<file path="config.mk">
export PLATFORM = sky130hd
export DESIGN_NAME = accessory_event_control
export DESIGN_NICKNAME = d
export VERILOG_FILES = /design/src/hw/accessory_pkg.sv /design/src/hw/accessory_event_control.sv /design/src/hw/sync_two_ff.sv /design/src/hw/glitch_filter.sv
export SDC_FILE = /design/constraint.sdc
export NUM_CORES = 1
export LEC_CHECK = 0
export BUFFER_PORTS_ARGS = -buffer_cell sky130_fd_sc_hd__buf_4
export CORE_UTILIZATION = 40
export DETAILED_ROUTE_END_ITERATION = 6
export SYNTH_ARGS = -nofsm -noshare
export SYNTH_HDL_FRONTEND = slang
export SYNTH_SLANG_ARGS = --single-unit
</file>
<file path="constraint.sdc">
create_clock -name core_clk -period 5.7 [get_ports core_clk]
set_input_delay 0.285 -clock core_clk [delete_from_list [all_inputs] [get_ports core_clk]]
set_output_delay 0.285 -clock core_clk [all_outputs]
set_load 0.005 [all_outputs]
</file>
<file path="src/hw/accessory_pkg.sv">
// Shared constants, states and carriers for the accessory event controller
package accessory_pkg;
  localparam int unsigned CLK_HZ           = 20_000_000;
  localparam int unsigned DEBOUNCE_MS      = 20;
  localparam int unsigned DEBOUNCE_CYC     = DEBOUNCE_MS * (CLK_HZ / 1000);
  localparam int unsigned PRESS_STEP_MS    = 100;
  localparam int unsigned PRESS_STEP_CYC   = PRESS_STEP_MS * (CLK_HZ / 1000);
  localparam int unsigned SHORT_BASE_STEPS = 1;
  localparam int unsigned LONG_BASE_STEPS  = 3;
  localparam logic [3:0]  SHORT_MAX_CODE   = 4'h9;
  localparam logic [3:0]  LONG_MAX_CODE    = 4'hc;
  localparam int unsigned IDLE_S           = 10;
  localparam int unsigned IDLE_CYC         = IDLE_S * CLK_HZ;
  localparam int unsigned BUS_RST_US       = 20;
  localparam int unsigned BUS_RST_CYC      = BUS_RST_US * (CLK_HZ / 1_000_000);
  localparam int unsigned IO_DGT_US        = 100;
  localparam int unsigned IO_DGT_CYC       = IO_DGT_US * (CLK_HZ / 1_000_000);
  localparam int unsigned REMOVAL_FLAG_SETTLE_CYC = 16;

  localparam logic [7:0] ADDR_INT    = 8'h83;
  localparam logic [7:0] ADDR_MASK   = 8'h85;
  localparam logic [7:0] ADDR_ADC    = 8'h87;
  localparam logic [7:0] ADDR_TIMING = 8'h88;
  localparam logic [7:0] ADDR_SW1    = 8'h93;
  localparam logic [7:0] ADDR_SW2    = 8'h94;
  localparam logic [7:0] ADDR_STATUS = 8'ha0;
  localparam logic [7:0] ADDR_CTRL   = 8'ha1;
  localparam logic [7:0] ADDR_TDELAY = 8'ha2;
  localparam logic [7:0] ADDR_MODE   = 8'ha3;

  localparam logic [4:0] RST_ADC    = 5'h1f;
  localparam logic [7:0] RST_SW1    = 8'h01;
  localparam logic [7:0] RST_SW2    = 8'h04;
  localparam logic [7:0] RST_CTRL   = 8'h60;
  localparam logic [7:0] RST_TDELAY = 8'h94;
  localparam logic [7:0] RST_MODE   = 8'h01;

  localparam int FLAG_INSERT   = 0;
  localparam int FLAG_REMOVE   = 1;
  localparam int FLAG_SHORT    = 2;
  localparam int FLAG_HELD     = 3;
  localparam int FLAG_HELD_REL = 4;
  localparam int FLAG_OVER_V   = 5;
  localparam int FLAG_OVER_T   = 6;
  localparam int FLAG_GUARD_OFF = 7;
  localparam int CTRL_AUTO_LP_BIT  = 5;
  localparam int CTRL_SOFT_RST_BIT = 2;
  localparam int MODE_LP_BIT       = 2;
  localparam int MODE_ACTIVE_BIT   = 1;
  localparam int SW2_CSEL_BIT      = 4;

  localparam logic [4:0] ID_UART_T1 = 5'h0e;
  localparam logic [4:0] ID_UART_T2 = 5'h0f;
  localparam logic [4:0] ID_USB_T1  = 5'h10;
  localparam logic [4:0] ID_USB_T2  = 5'h11;

  typedef struct packed {
    logic [7:0] addr;
    logic [7:0] wdata;
    logic       wr;
    logic       rd;
  } reg_req_s;

  typedef struct packed {
    logic usb_chg;
    logic dp_dm_short;
    logic id_gnd;
    logic id_float;
  } supply_type_s;

  typedef enum logic [1:0] {
    KEY_IDLE = 2'b00, KEY_DEBOUNCE = 2'b01, KEY_TIMING = 2'b10, KEY_HELD = 2'b11
  } key_state_e;

  typedef enum logic [1:0] {
    LINK_STANDBY = 2'b00, LINK_ATTACHED = 2'b01, LINK_DETACHING = 2'b10
  } link_state_e;
endpackage

</file>
<file path="src/hw/accessory_event_control.sv">
// Key classification, power save, switch setup, removal_flag, resets and interrupt flags
// Operation
// - Ignore key activity under 20 ms, then time.
// - Press below short minimum gives no flag.
// - Short press sets short flag, keeps code.
// - Short press interrupts at release, read clears.
// - Long hold sets held flag, keeps code.
// - Release after long hold sets release flag.
// - Auto mode: 10 s audio silence with rc_accessory attached enters power save.
// - Auto mode: audio activity returns to active.
// - Manual mode: host request bit selects power save.
// - Key monitoring continues during power save.
// - UART test cables close UART, power off.
// - USB test cables close USB, power on.
// - USB host: power on, current select released.
// - Chargers: power on, host selects current.
// - Carkit chargers: power on, host selects current.
// - Supply drop or ID removal starts removal_flag.
// - Removal_flag sets removal flag, ends clearing active.
// - After removal_flag, supply or ID restarts identification.
// - Both bus lines held low cause full reset.
// - Filter short IO supply drops, reset on long.
// - Software reset bit resets all, self-clears.
// - Unmasked set flags hold interrupt low.
// - Flags ignore writes; read clears them all.
// - Short minimum 100 ms plus 100 ms per code.
// - Long minimum 300 ms plus 100 ms per code.
`timescale 1ns/1ns
module accessory_event_control
  import accessory_pkg::*;
#(
  parameter int unsigned DEBOUNCE_CYCLES   = DEBOUNCE_CYC,
  parameter int unsigned PRESS_STEP_CYCLES = PRESS_STEP_CYC,
  parameter int unsigned IDLE_CYCLES       = IDLE_CYC
) (
  input  wire logic         core_clk,
  input  wire logic         arst_n,
  input  wire reg_req_s     reg_req,
  output logic [7:0]        reg_rdata,
  input  wire logic         key_pin,
  input  wire logic [4:0]   adc_code,
  input  wire logic         adc_update,
  input  wire logic         adc_busy,
  input  wire logic         ident_done,
  input  wire logic         rc_accessory,
  input  wire supply_type_s supply_type,
  input  wire logic         vbus_det_pin,
  input  wire logic         id_present_pin,
  input  wire logic         left_audio_in,
  input  wire logic         right_audio_in,
  input  wire logic         scl_in,
  input  wire logic         sda_in,
  input  wire logic         host_io_supply,
  input  wire logic         over_voltage_ev,
  input  wire logic         over_temp_ev,
  input  wire logic         guard_off_ev,
  output logic              ident_start,
  output logic              uart_close,
  output logic              usb_close,
  output logic [2:0]        dp_dm_route,
  output logic [1:0]        vbus_route,
  output logic              power_switch_on,
  output logic              power_save,
  output logic              standby,
  output logic              sys_reset,
  input  wire logic         int_in,
  output logic              int_out,
  output logic              int_oe_n,
  input  wire logic         charge_current_select_in,
  output logic              charge_current_select_out,
  output logic              charge_current_select_oe_n
);
  logic [6:0]  pins_s;
  logic        key_s;
  logic        vbus_s;
  logic        id_s;
  logic        audio_l_s;
  logic        audio_r_s;
  logic        scl_s;
  logic        sda_s;
  logic        io_s;
  logic        bus_rst;
  logic        io_rst;
  logic [7:0]  int_flags;
  logic [7:0]  int_mask;
  logic [4:0]  adc_result;
  logic [7:0]  timing_set;
  logic [7:0]  sw_ctrl1;
  logic [7:0]  sw_ctrl2;
  logic [7:0]  ctrl;
  logic [7:0]  time_delay;
  logic [7:0]  dev_mode;
  key_state_e  key_state;
  key_state_e  next_key_state;
  logic [31:0] press_cnt;
  link_state_e link_state;
  link_state_e next_link_state;
  logic [31:0] settle_cnt;
  logic [31:0] idle_cnt;
  logic        auto_save;
  logic        vbus_d;
  logic        id_d;

  sync_two_ff #(.WIDTH(7)) u_sync (
    .clk   (core_clk),
    .rst_n (arst_n),
    .din   ({key_pin, vbus_det_pin, id_present_pin, left_audio_in, right_audio_in,
             scl_in, sda_in}),
    .dout  (pins_s)
  );
  sync_two_ff #(.WIDTH(1)) u_sync_io (
    .clk   (core_clk),
    .rst_n (arst_n),
    .din   (host_io_supply),
    .dout  (io_s)
  );
  assign {key_s, vbus_s, id_s, audio_l_s, audio_r_s, scl_s, sda_s} = pins_s;

  glitch_filter #(.COUNT(BUS_RST_CYC)) u_bus_rst (
    .clk   (core_clk),
    .rst_n (arst_n),
    .din   (!scl_s && !sda_s),
    .dout  (bus_rst)
  );
  // Short drops never reach the count, so only long ones reset the block
  glitch_filter #(.COUNT(IO_DGT_CYC)) u_io_rst (
    .clk   (core_clk),
    .rst_n (arst_n),
    .din   (!io_s),
    .dout  (io_rst)
  );

  // Register decode
  wire wr_mask   = reg_req.wr && reg_req.addr == ADDR_MASK;
  wire wr_timing = reg_req.wr && reg_req.addr == ADDR_TIMING;
  wire wr_sw1    = reg_req.wr && reg_req.addr == ADDR_SW1;
  wire wr_sw2    = reg_req.wr && reg_req.addr == ADDR_SW2;
  wire wr_ctrl   = reg_req.wr && reg_req.addr == ADDR_CTRL;
  wire wr_tdelay = reg_req.wr && reg_req.addr == ADDR_TDELAY;
  wire wr_mode   = reg_req.wr && reg_req.addr == ADDR_MODE;
  wire rd_int    = reg_req.rd && reg_req.addr == ADDR_INT;
  wire soft_req  = wr_ctrl && reg_req.wdata[CTRL_SOFT_RST_BIT];
  wire rst_req   = bus_rst || io_rst || soft_req;

  // Registers and state machines return to reset values two cycles after any reset source
  always_ff @(posedge core_clk or negedge arst_n)
  begin
    if (!arst_n)
      sys_reset <= 1'b0;
    else
      sys_reset <= rst_req;
  end

  // Press thresholds, codes past the table clamp to the top entry
  wire [3:0]  short_code = timing_set[7:4] > SHORT_MAX_CODE ? SHORT_MAX_CODE : timing_set[7:4];
  wire [3:0]  long_code  = timing_set[3:0] > LONG_MAX_CODE ? LONG_MAX_CODE : timing_set[3:0];
  wire [31:0] short_steps = 32'(short_code) + 32'(SHORT_BASE_STEPS);
  wire [31:0] long_steps  = 32'(long_code) + 32'(LONG_BASE_STEPS);
  wire [31:0] short_thr   = 32'(short_steps * PRESS_STEP_CYCLES);
  wire [31:0] long_thr    = 32'(long_steps * PRESS_STEP_CYCLES);
  wire deb_done  = press_cnt >= 32'(DEBOUNCE_CYCLES - 1);
  wire key_short = key_state == KEY_TIMING && !key_s && press_cnt >= short_thr;
  wire key_held  = key_state == KEY_TIMING && key_s && press_cnt >= long_thr;
  wire key_rel   = key_state == KEY_HELD && !key_s;

  // Key timing runs in every power mode
  always_comb
  begin
    next_key_state = key_state;
    case (key_state)
      KEY_IDLE:     if (key_s) next_key_state = KEY_DEBOUNCE;
      KEY_DEBOUNCE: if (!key_s) next_key_state = KEY_IDLE;
                    else if (deb_done) next_key_state = KEY_TIMING;
      KEY_TIMING:   if (!key_s) next_key_state = KEY_IDLE;
                    else if (key_held) next_key_state = KEY_HELD;
      KEY_HELD:     if (!key_s) next_key_state = KEY_IDLE;
      default:      next_key_state = KEY_IDLE;
    endcase
  end

  wire key_start = key_state == KEY_DEBOUNCE && next_key_state == KEY_TIMING;
  wire [31:0] next_press_cnt = (key_state != next_key_state || key_state == KEY_IDLE) ? 32'h0 :
                               (&press_cnt) ? press_cnt : press_cnt + 32'h1;

  always_ff @(posedge core_clk or negedge arst_n)
  begin
    if (!arst_n)
    begin
      key_state <= KEY_IDLE;
      press_cnt <= '0;
    end
    else if (sys_reset)
    begin
      key_state <= KEY_IDLE;
      press_cnt <= '0;
    end
    else
    begin
      key_state <= next_key_state;
      press_cnt <= next_press_cnt;
    end
  end

  // Key code is frozen from debounce pass until the key returns to idle
  always_ff @(posedge core_clk or negedge arst_n)
  begin
    if (!arst_n)
      adc_result <= RST_ADC;
    else if (sys_reset)
      adc_result <= RST_ADC;
    else if (key_start || (adc_update && key_state == KEY_IDLE))
      adc_result <= adc_code;
  end

  // Insertion_flag and removal_flag sequencing
  wire removal_flag_trig = (vbus_d && !vbus_s) || (id_d && !id_s);
  wire settle_done = settle_cnt >= 32'(REMOVAL_FLAG_SETTLE_CYC - 1);

  always_comb
  begin
    next_link_state = link_state;
    case (link_state)
      LINK_STANDBY:   if (ident_done) next_link_state = LINK_ATTACHED;
      LINK_ATTACHED:  if (removal_flag_trig) next_link_state = LINK_DETACHING;
      LINK_DETACHING: if (settle_done) next_link_state = LINK_STANDBY;
      default:        next_link_state = LINK_STANDBY;
    endcase
  end

  always_ff @(posedge core_clk or negedge arst_n)
  begin
    if (!arst_n)
    begin
      link_state  <= LINK_STANDBY;
      settle_cnt  <= '0;
      vbus_d      <= 1'b0;
      id_d        <= 1'b0;
      ident_start <= 1'b0;
    end
    else if (sys_reset)
    begin
      link_state  <= LINK_STANDBY;
      settle_cnt  <= '0;
      vbus_d      <= vbus_s;
      id_d        <= id_s;
      ident_start <= 1'b0;
    end
    else
    begin
      link_state  <= next_link_state;
      settle_cnt  <= link_state == LINK_DETACHING ? settle_cnt + 32'h1 : 32'h0;
      vbus_d      <= vbus_s;
      id_d        <= id_s;
      ident_start <= link_state == LINK_STANDBY &&
                     ((vbus_s && !vbus_d) || (id_s && !id_d));
    end
  end

  wire attached = link_state == LINK_ATTACHED;
  wire removal_flag_end = link_state == LINK_DETACHING && settle_done;

  // Interrupt flags: a new event wins over the read clear of the same cycle
  wire [7:0] flag_set = {guard_off_ev, over_temp_ev, over_voltage_ev,
                         key_rel, key_held, key_short,
                         attached && removal_flag_trig,
                         link_state == LINK_STANDBY && ident_done};
  wire [7:0] next_flags = (rd_int ? 8'h00 : int_flags) | flag_set;

  always_ff @(posedge core_clk or negedge arst_n)
  begin
    if (!arst_n)
      int_flags <= 8'h00;
    else if (sys_reset)
      int_flags <= 8'h00;
    else
      int_flags <= next_flags;
  end

  assign int_out  = 1'b0;
  assign int_oe_n = !(|(int_flags & ~int_mask));

  // Software registers
  wire [7:0] next_mode_sw = wr_mode ? reg_req.wdata : dev_mode;
  wire [7:0] next_mode = attached ? (next_mode_sw | (8'h01 << MODE_ACTIVE_BIT)) :
                         removal_flag_end ? (next_mode_sw & ~(8'h01 << MODE_ACTIVE_BIT)) :
                         next_mode_sw;

  always_ff @(posedge core_clk or negedge arst_n)
  begin
    if (!arst_n)
    begin
      int_mask   <= 8'h00;
      timing_set <= 8'h00;
      sw_ctrl1   <= RST_SW1;
      sw_ctrl2   <= RST_SW2;
      ctrl       <= RST_CTRL;
      time_delay <= RST_TDELAY;
      dev_mode   <= RST_MODE;
    end
    else if (sys_reset)
    begin
      int_mask   <= 8'h00;
      timing_set <= 8'h00;
      sw_ctrl1   <= RST_SW1;
      sw_ctrl2   <= RST_SW2;
      ctrl       <= RST_CTRL;
      time_delay <= RST_TDELAY;
      dev_mode   <= RST_MODE;
    end
    else
    begin
      if (wr_mask)   int_mask   <= reg_req.wdata;
      if (wr_timing) timing_set <= reg_req.wdata;
      if (wr_sw1)    sw_ctrl1   <= reg_req.wdata;
      if (wr_sw2)    sw_ctrl2   <= reg_req.wdata;
      if (wr_ctrl)   ctrl       <= reg_req.wdata & ~(8'h01 << CTRL_SOFT_RST_BIT);
      if (wr_tdelay) time_delay <= reg_req.wdata;
      dev_mode <= next_mode;
    end
  end

  // Power save
  wire auto_en  = ctrl[CTRL_AUTO_LP_BIT];
  wire activity = audio_l_s || audio_r_s;
  wire idle_ok  = auto_en && attached && rc_accessory;

  always_ff @(posedge core_clk or negedge arst_n)
  begin
    if (!arst_n)
    begin
      idle_cnt  <= '0;
      auto_save <= 1'b0;
    end
    else if (sys_reset || !idle_ok || activity)
    begin
      idle_cnt  <= '0;
      auto_save <= 1'b0;
    end
    else if (idle_cnt < 32'(IDLE_CYCLES - 1))
      idle_cnt <= idle_cnt + 32'h1;
    else
      auto_save <= 1'b1;
  end

  assign power_save = auto_en ? auto_save : dev_mode[MODE_LP_BIT];
  assign standby    = !dev_mode[MODE_ACTIVE_BIT];

  // Switch and power switch setup
  wire test_uart = attached && (adc_result == ID_UART_T1 || adc_result == ID_UART_T2);
  wire test_usb  = attached && (adc_result == ID_USB_T1 || adc_result == ID_USB_T2);
  wire supply_on = attached && vbus_s && (supply_type.id_float || supply_type.dp_dm_short ||
                                          supply_type.usb_chg);
  wire next_power = test_usb ? 1'b1 : test_uart ? 1'b0 : supply_on;

  // Test cable routing owns the switches while the cable stays attached
  always_ff @(posedge core_clk or negedge arst_n)
  begin
    if (!arst_n)
    begin
      uart_close      <= 1'b0;
      usb_close       <= 1'b0;
      power_switch_on <= 1'b0;
      dp_dm_route     <= 3'h0;
      vbus_route      <= 2'h1;
    end
    else
    begin
      uart_close      <= test_uart;
      usb_close       <= test_usb;
      power_switch_on <= next_power;
      dp_dm_route     <= (test_uart || test_usb) ? 3'h0 : sw_ctrl1[4:2];
      vbus_route      <= (test_uart || test_usb) ? 2'h0 : sw_ctrl1[1:0];
    end
  end

  // Current select stays released until software asks for the higher level
  assign charge_current_select_out  = 1'b0;
  assign charge_current_select_oe_n = !sw_ctrl2[SW2_CSEL_BIT];

  // Read path
  wire [7:0] status = {1'b0, power_switch_on, supply_type.usb_chg, supply_type.dp_dm_short,
                       supply_type.id_gnd, supply_type.id_float, vbus_s, adc_busy};
  wire [7:0] rd_mux = reg_req.addr == ADDR_INT    ? int_flags :
                      reg_req.addr == ADDR_MASK   ? int_mask :
                      reg_req.addr == ADDR_ADC    ? {3'h0, adc_result} :
                      reg_req.addr == ADDR_TIMING ? timing_set :
                      reg_req.addr == ADDR_SW1    ? sw_ctrl1 :
                      reg_req.addr == ADDR_SW2    ? sw_ctrl2 :
                      reg_req.addr == ADDR_STATUS ? status :
                      reg_req.addr == ADDR_CTRL   ? ctrl :
                      reg_req.addr == ADDR_TDELAY ? time_delay :
                      reg_req.addr == ADDR_MODE   ? dev_mode : 8'h00;

  always_ff @(posedge core_clk or negedge arst_n)
  begin
    if (!arst_n)
      reg_rdata <= 8'h00;
    else
      reg_rdata <= reg_req.rd ? rd_mux : 8'h00;
  end
endmodule

</file>
<file path="src/hw/sync_two_ff.sv">
// Two-flop synchroniser for levels from outside the core clock domain
`timescale 1ns/1ns
module sync_two_ff #(
  parameter int WIDTH = 1
) (
  input  wire logic             clk,
  input  wire logic             rst_n,
  input  wire logic [WIDTH-1:0] din,
  output logic      [WIDTH-1:0] dout
);
  logic [WIDTH-1:0] stage;

  always_ff @(posedge clk or negedge rst_n)
  begin
    if (!rst_n)
    begin
      stage <= '0;
      dout  <= '0;
    end
    else
    begin
      stage <= din;
      dout  <= stage;
    end
  end
endmodule

</file>
<file path="src/hw/glitch_filter.sv">
// Level qualifier: output rises only after input stays high COUNT cycles
`timescale 1ns/1ns
module glitch_filter #(
  parameter int unsigned COUNT = 16
) (
  input  wire logic clk,
  input  wire logic rst_n,
  input  wire logic din,
  output logic      dout
);
  logic [31:0] cnt;

  always_ff @(posedge clk or negedge rst_n)
  begin
    if (!rst_n)
    begin
      cnt  <= '0;
      dout <= 1'b0;
    end
    else if (!din)
    begin
      cnt  <= '0;
      dout <= 1'b0;
    end
    else if (cnt < COUNT - 1)
      cnt <= cnt + 32'h1;
    else
      dout <= 1'b1;
  end
endmodule

</file>
==> results.sh <==
export IMPL_wl_per_cell_um=17.2
export IMPL_synth_top_area_share_pct=43.3
export IMPL_arrival_ns=5.81
export IMPL_max_stage_delay_ns=0.52
export IMPL_vias=11386
export IMPL_place_hpwl_um=25300
export IMPL_use_met3_pct=3.56
export IMPL_nNetsFinal=1756
export IMPL_cts_max_path_buffers=3
export IMPL_worst_pin_slew_ns=1.09
export IMPL_antenna_found_initial=3
export IMPL_synth_cell_type_count=79
export IMPL_n_antenna_cell=0
export IMPL_maxSlewViolCount=0
export IMPL_drtIter0Drc=647
export IMPL_grt_pass1_wl_um=59000
export IMPL_cts_buffers=30
export IMPL_cts_htree_levels=1
export IMPL_die_area_um2=37900
export IMPL_synth_area_leader_cell="dfrtp_1"
export IMPL_num_rows=70
export IMPL_numPortBuffers=65
export IMPL_clock_latency_ns=0.57
export IMPL_postSynth_asyncResetShare_pct=100
export IMPL_worst_path_most_repeated_cell="ha_1"
export IMPL_coreArea_um2=36600
export IMPL_cp_slowest_cell="fa_1"
export IMPL_critical_path_buf_inv_count=3
export IMPL_wirelength_um=36000
export IMPL_cp_max_fo=32
export IMPL_hold_class="input pin to flip-flop"
export IMPL_synth_most_common_cell="dfrtp_1"
export IMPL_synth_edf_count=0
export IMPL_gp_congestion=0.875
export IMPL_fp_dieW_um=195
export IMPL_period_needed_ns=5.36
export IMPL_synth_commonest_cells="257 x dfrtp_1, 179 x nor2_1, 101 x a21oi_1"
export IMPL_drive_above_1_share_pct=10.8
export IMPL_holdWs_ns=0.0295
export IMPL_total_power_mw=4.63
export IMPL_drc=0
export IMPL_die_h_um=195
export IMPL_yosysWarnings=0
export IMPL_grt_pass1_vias=11091
export IMPL_startpoint_type="flip-flop"
export IMPL_grtUsageMet1_pct=27.0
export IMPL_cap_violations=0
export IMPL_rsz0062_at_grt="no"
export IMPL_power_leakage_nw=7.87
export IMPL_grt_ovfl_total=0
export IMPL_yosysSeqAreaShare_pct=45.7
export IMPL_power_density_nw_per_um2=271
export IMPL_final_setup_viol_count=0
export IMPL_slew_headroom_pct=27.1
export IMPL_cts_resized=0
export IMPL_clk_pin_slew_ns=0.06
export IMPL_ir_drop_uv=231
export IMPL_syn_area_um2=14900
export IMPL_synth_ff_latch_count=271
export IMPL_firstDrtPassIters=5
export IMPL_synth_cells=1516
export IMPL_crit_type="flip-flop to flip-flop"
export IMPL_finalCritPeriodShare_pct=94.1
export IMPL_worstPathRequired_ns=6.15
export IMPL_root_buffer="clkbuf_16"
export IMPL_syn_area_per_cell_um2=9.80
export IMPL_max_freq_ghz=0.186
export IMPL_ant_nets=0
export IMPL_num_io_pins=70
export IMPL_finalHoldViolations=0
export IMPL_path_cells="nand2_1 > nand2_1 > ha_1 > xnor2_1 > inv_1 > fa_1 > fa_1 > inv_1 > ha_1 > ha_1 > nor2_1 > o21bai_1 > a21oi_1 > o21ai_0 > xnor2_1 > ha_1 > a21oi_1 > nand3_1 > a311oi_1 > nand4_1 > o221a_2 > buf_12 > a211oi_1"
export IMPL_worst_setup_path_end_kind="flip-flop"
export IMPL_via_per_inst=5.45
export IMPL_final_setup_skew_ns=0.0316
export IMPL_critPathTopFamily="adder cells"
export IMPL_rrSetupSlack_ns=0.34
export IMPL_grt_busiest_layer="met2"
export IMPL_cts_sinks=271
export IMPL_use_met2_pct=30.1
export IMPL_setup_tns_final_ns=0
export IMPL_ys_flop_type="dfrtp_1"
export IMPL_syn_to_final_growth_pct=15.0
export IMPL_grt_max_degree=178
export IMPL_synth_area_leaders="dfrtp_1 43%, ha_1 8.3%, nor2_1 4.5%"
export IMPL_outcome="complete, no violations"
export IMPL_cts_tree="yes"
export IMPL_start_util_pct=40.6
export IMPL_grt_use_total_pct=19.2
==> kinds of logic after synthesis <==
| group | synth area share, % |
|---|---|
| buffers and inverters | 3.72 |
| muxes | 3.15 |
| xor gates and xnor gates | 4.83 |
| other | 0.0505 |
| AOI/OAI and AO/OA | 10.8 |
| adders and majority gates | 9.95 |
| DFF | 45.7 |
| and+or+nand+nor | 21.7 |
==> through the flow <==
stage / cells / util [%] / cell area (um^2) / setup WS, ns
2_1_floorplan: 1523 / - / 14900 / 0.525
3_3_place_gp: 2020 / 43.4 / 15900 / 0.462
3_5_place_dp: 2020 / 43.4 / 15900 / 0.374
4_1_cts: 2090 / 46.7 / 17100 / 0.322
5_1_grt: 2091 / 46.7 / 17100 / 0.00155
6_report: 2091 / 46.7 / 17100 / 0.337
==> per-layer routing <==
metal  vias to the layer above  part of all wire (%)
li1                       5517                     -
met1                      5522                    47
met2                       284                    45
met3                        61                   5.9
met4                         2                   2.8
met5                         -                 0.033
==> placed cells by master (no fill, tap or decap), types with 45 or more instances in the layout <==
cell type / n
dfrtp_1: 256
nor2_1: 179
a21oi_1: 100
ha_1: 99
nand2_1: 97
inv_1: 86
buf_4: 77
nand3_1: 53
o21ai_0: 48
xor2_1: 45
==> report_power, final <==
group / switching, mW / internal, mW / leakage, nW
registers: 0.0565 / 1.99 / 3.64
logic: 0.304 / 0.205 / 3.71
clock network: 0.803 / 1.28 / 0.519
total: 1.16 / 3.47 / 7.87
==> registers in the layout, indices dropped and copies added, names as in the netlist, 5 cells and up <==
signal / flops
idle_cnt: 32
press_cnt: 32
settle_cnt: 32
u_bus_rst.cnt: 32
u_io_rst.cnt: 32
dev_mode: 8
int_flags: 8
int_mask: 8
reg_rdata: 8
sw_ctrl1: 8
sw_ctrl2: 8
time_delay: 8
timing_set: 8
ctrl: 7
u_sync.dout: 7
u_sync.stage: 7
adc_result: 5
==> layout make-up <==
cell class / count / area [um^2]
timing repair buffer: 94 / 773
multi-input combinational: 1115 / 7540
fill: 3467 / 19500
clock buffer: 40 / 818
sequential: 271 / 6800
tap: 468 / 586
clock inverter: 16 / 246
inverter: 87 / 327
==> final timing paths <==
check                                 from              to  depth (start not counted)
max                          timing_set[2]   press_cnt[14]                         23
min                           guard_off_ev    int_flags[7]                          3
max reg2reg                  timing_set[2]   press_cnt[14]                         23
min reg2reg                u_sync.stage[1]  u_sync.dout[1]                          0
max in group asynchronous           arst_n   settle_cnt[6]                          3
min in group asynchronous           arst_n    idle_cnt[16]                          2
==> what timing repair did <==
item,CTS,global route
hold buffers,14,0
endpoints found under the setup margin,0,1
endpoints found under the hold margin,103,0
setup buffers,0,1
==> worst register-to-register path, cell delays in order, from the launching register on <==
cell,delay (ns)
dfrtp_1,0.45
nand2_1,0.28
nand2_1,0.16
ha_1,0.28
xnor2_1,0.22
inv_1,0.11
fa_1,0.51
fa_1,0.52
inv_1,0.05
ha_1,0.28
ha_1,0.20
nor2_1,0.10
o21bai_1,0.08
a21oi_1,0.14
o21ai_0,0.14
xnor2_1,0.16
ha_1,0.33
a21oi_1,0.18
nand3_1,0.14
a311oi_1,0.27
nand4_1,0.14
o221a_2,0.17
buf_12,0.17
a211oi_1,0.20
(Power assumes the default switching activity.)
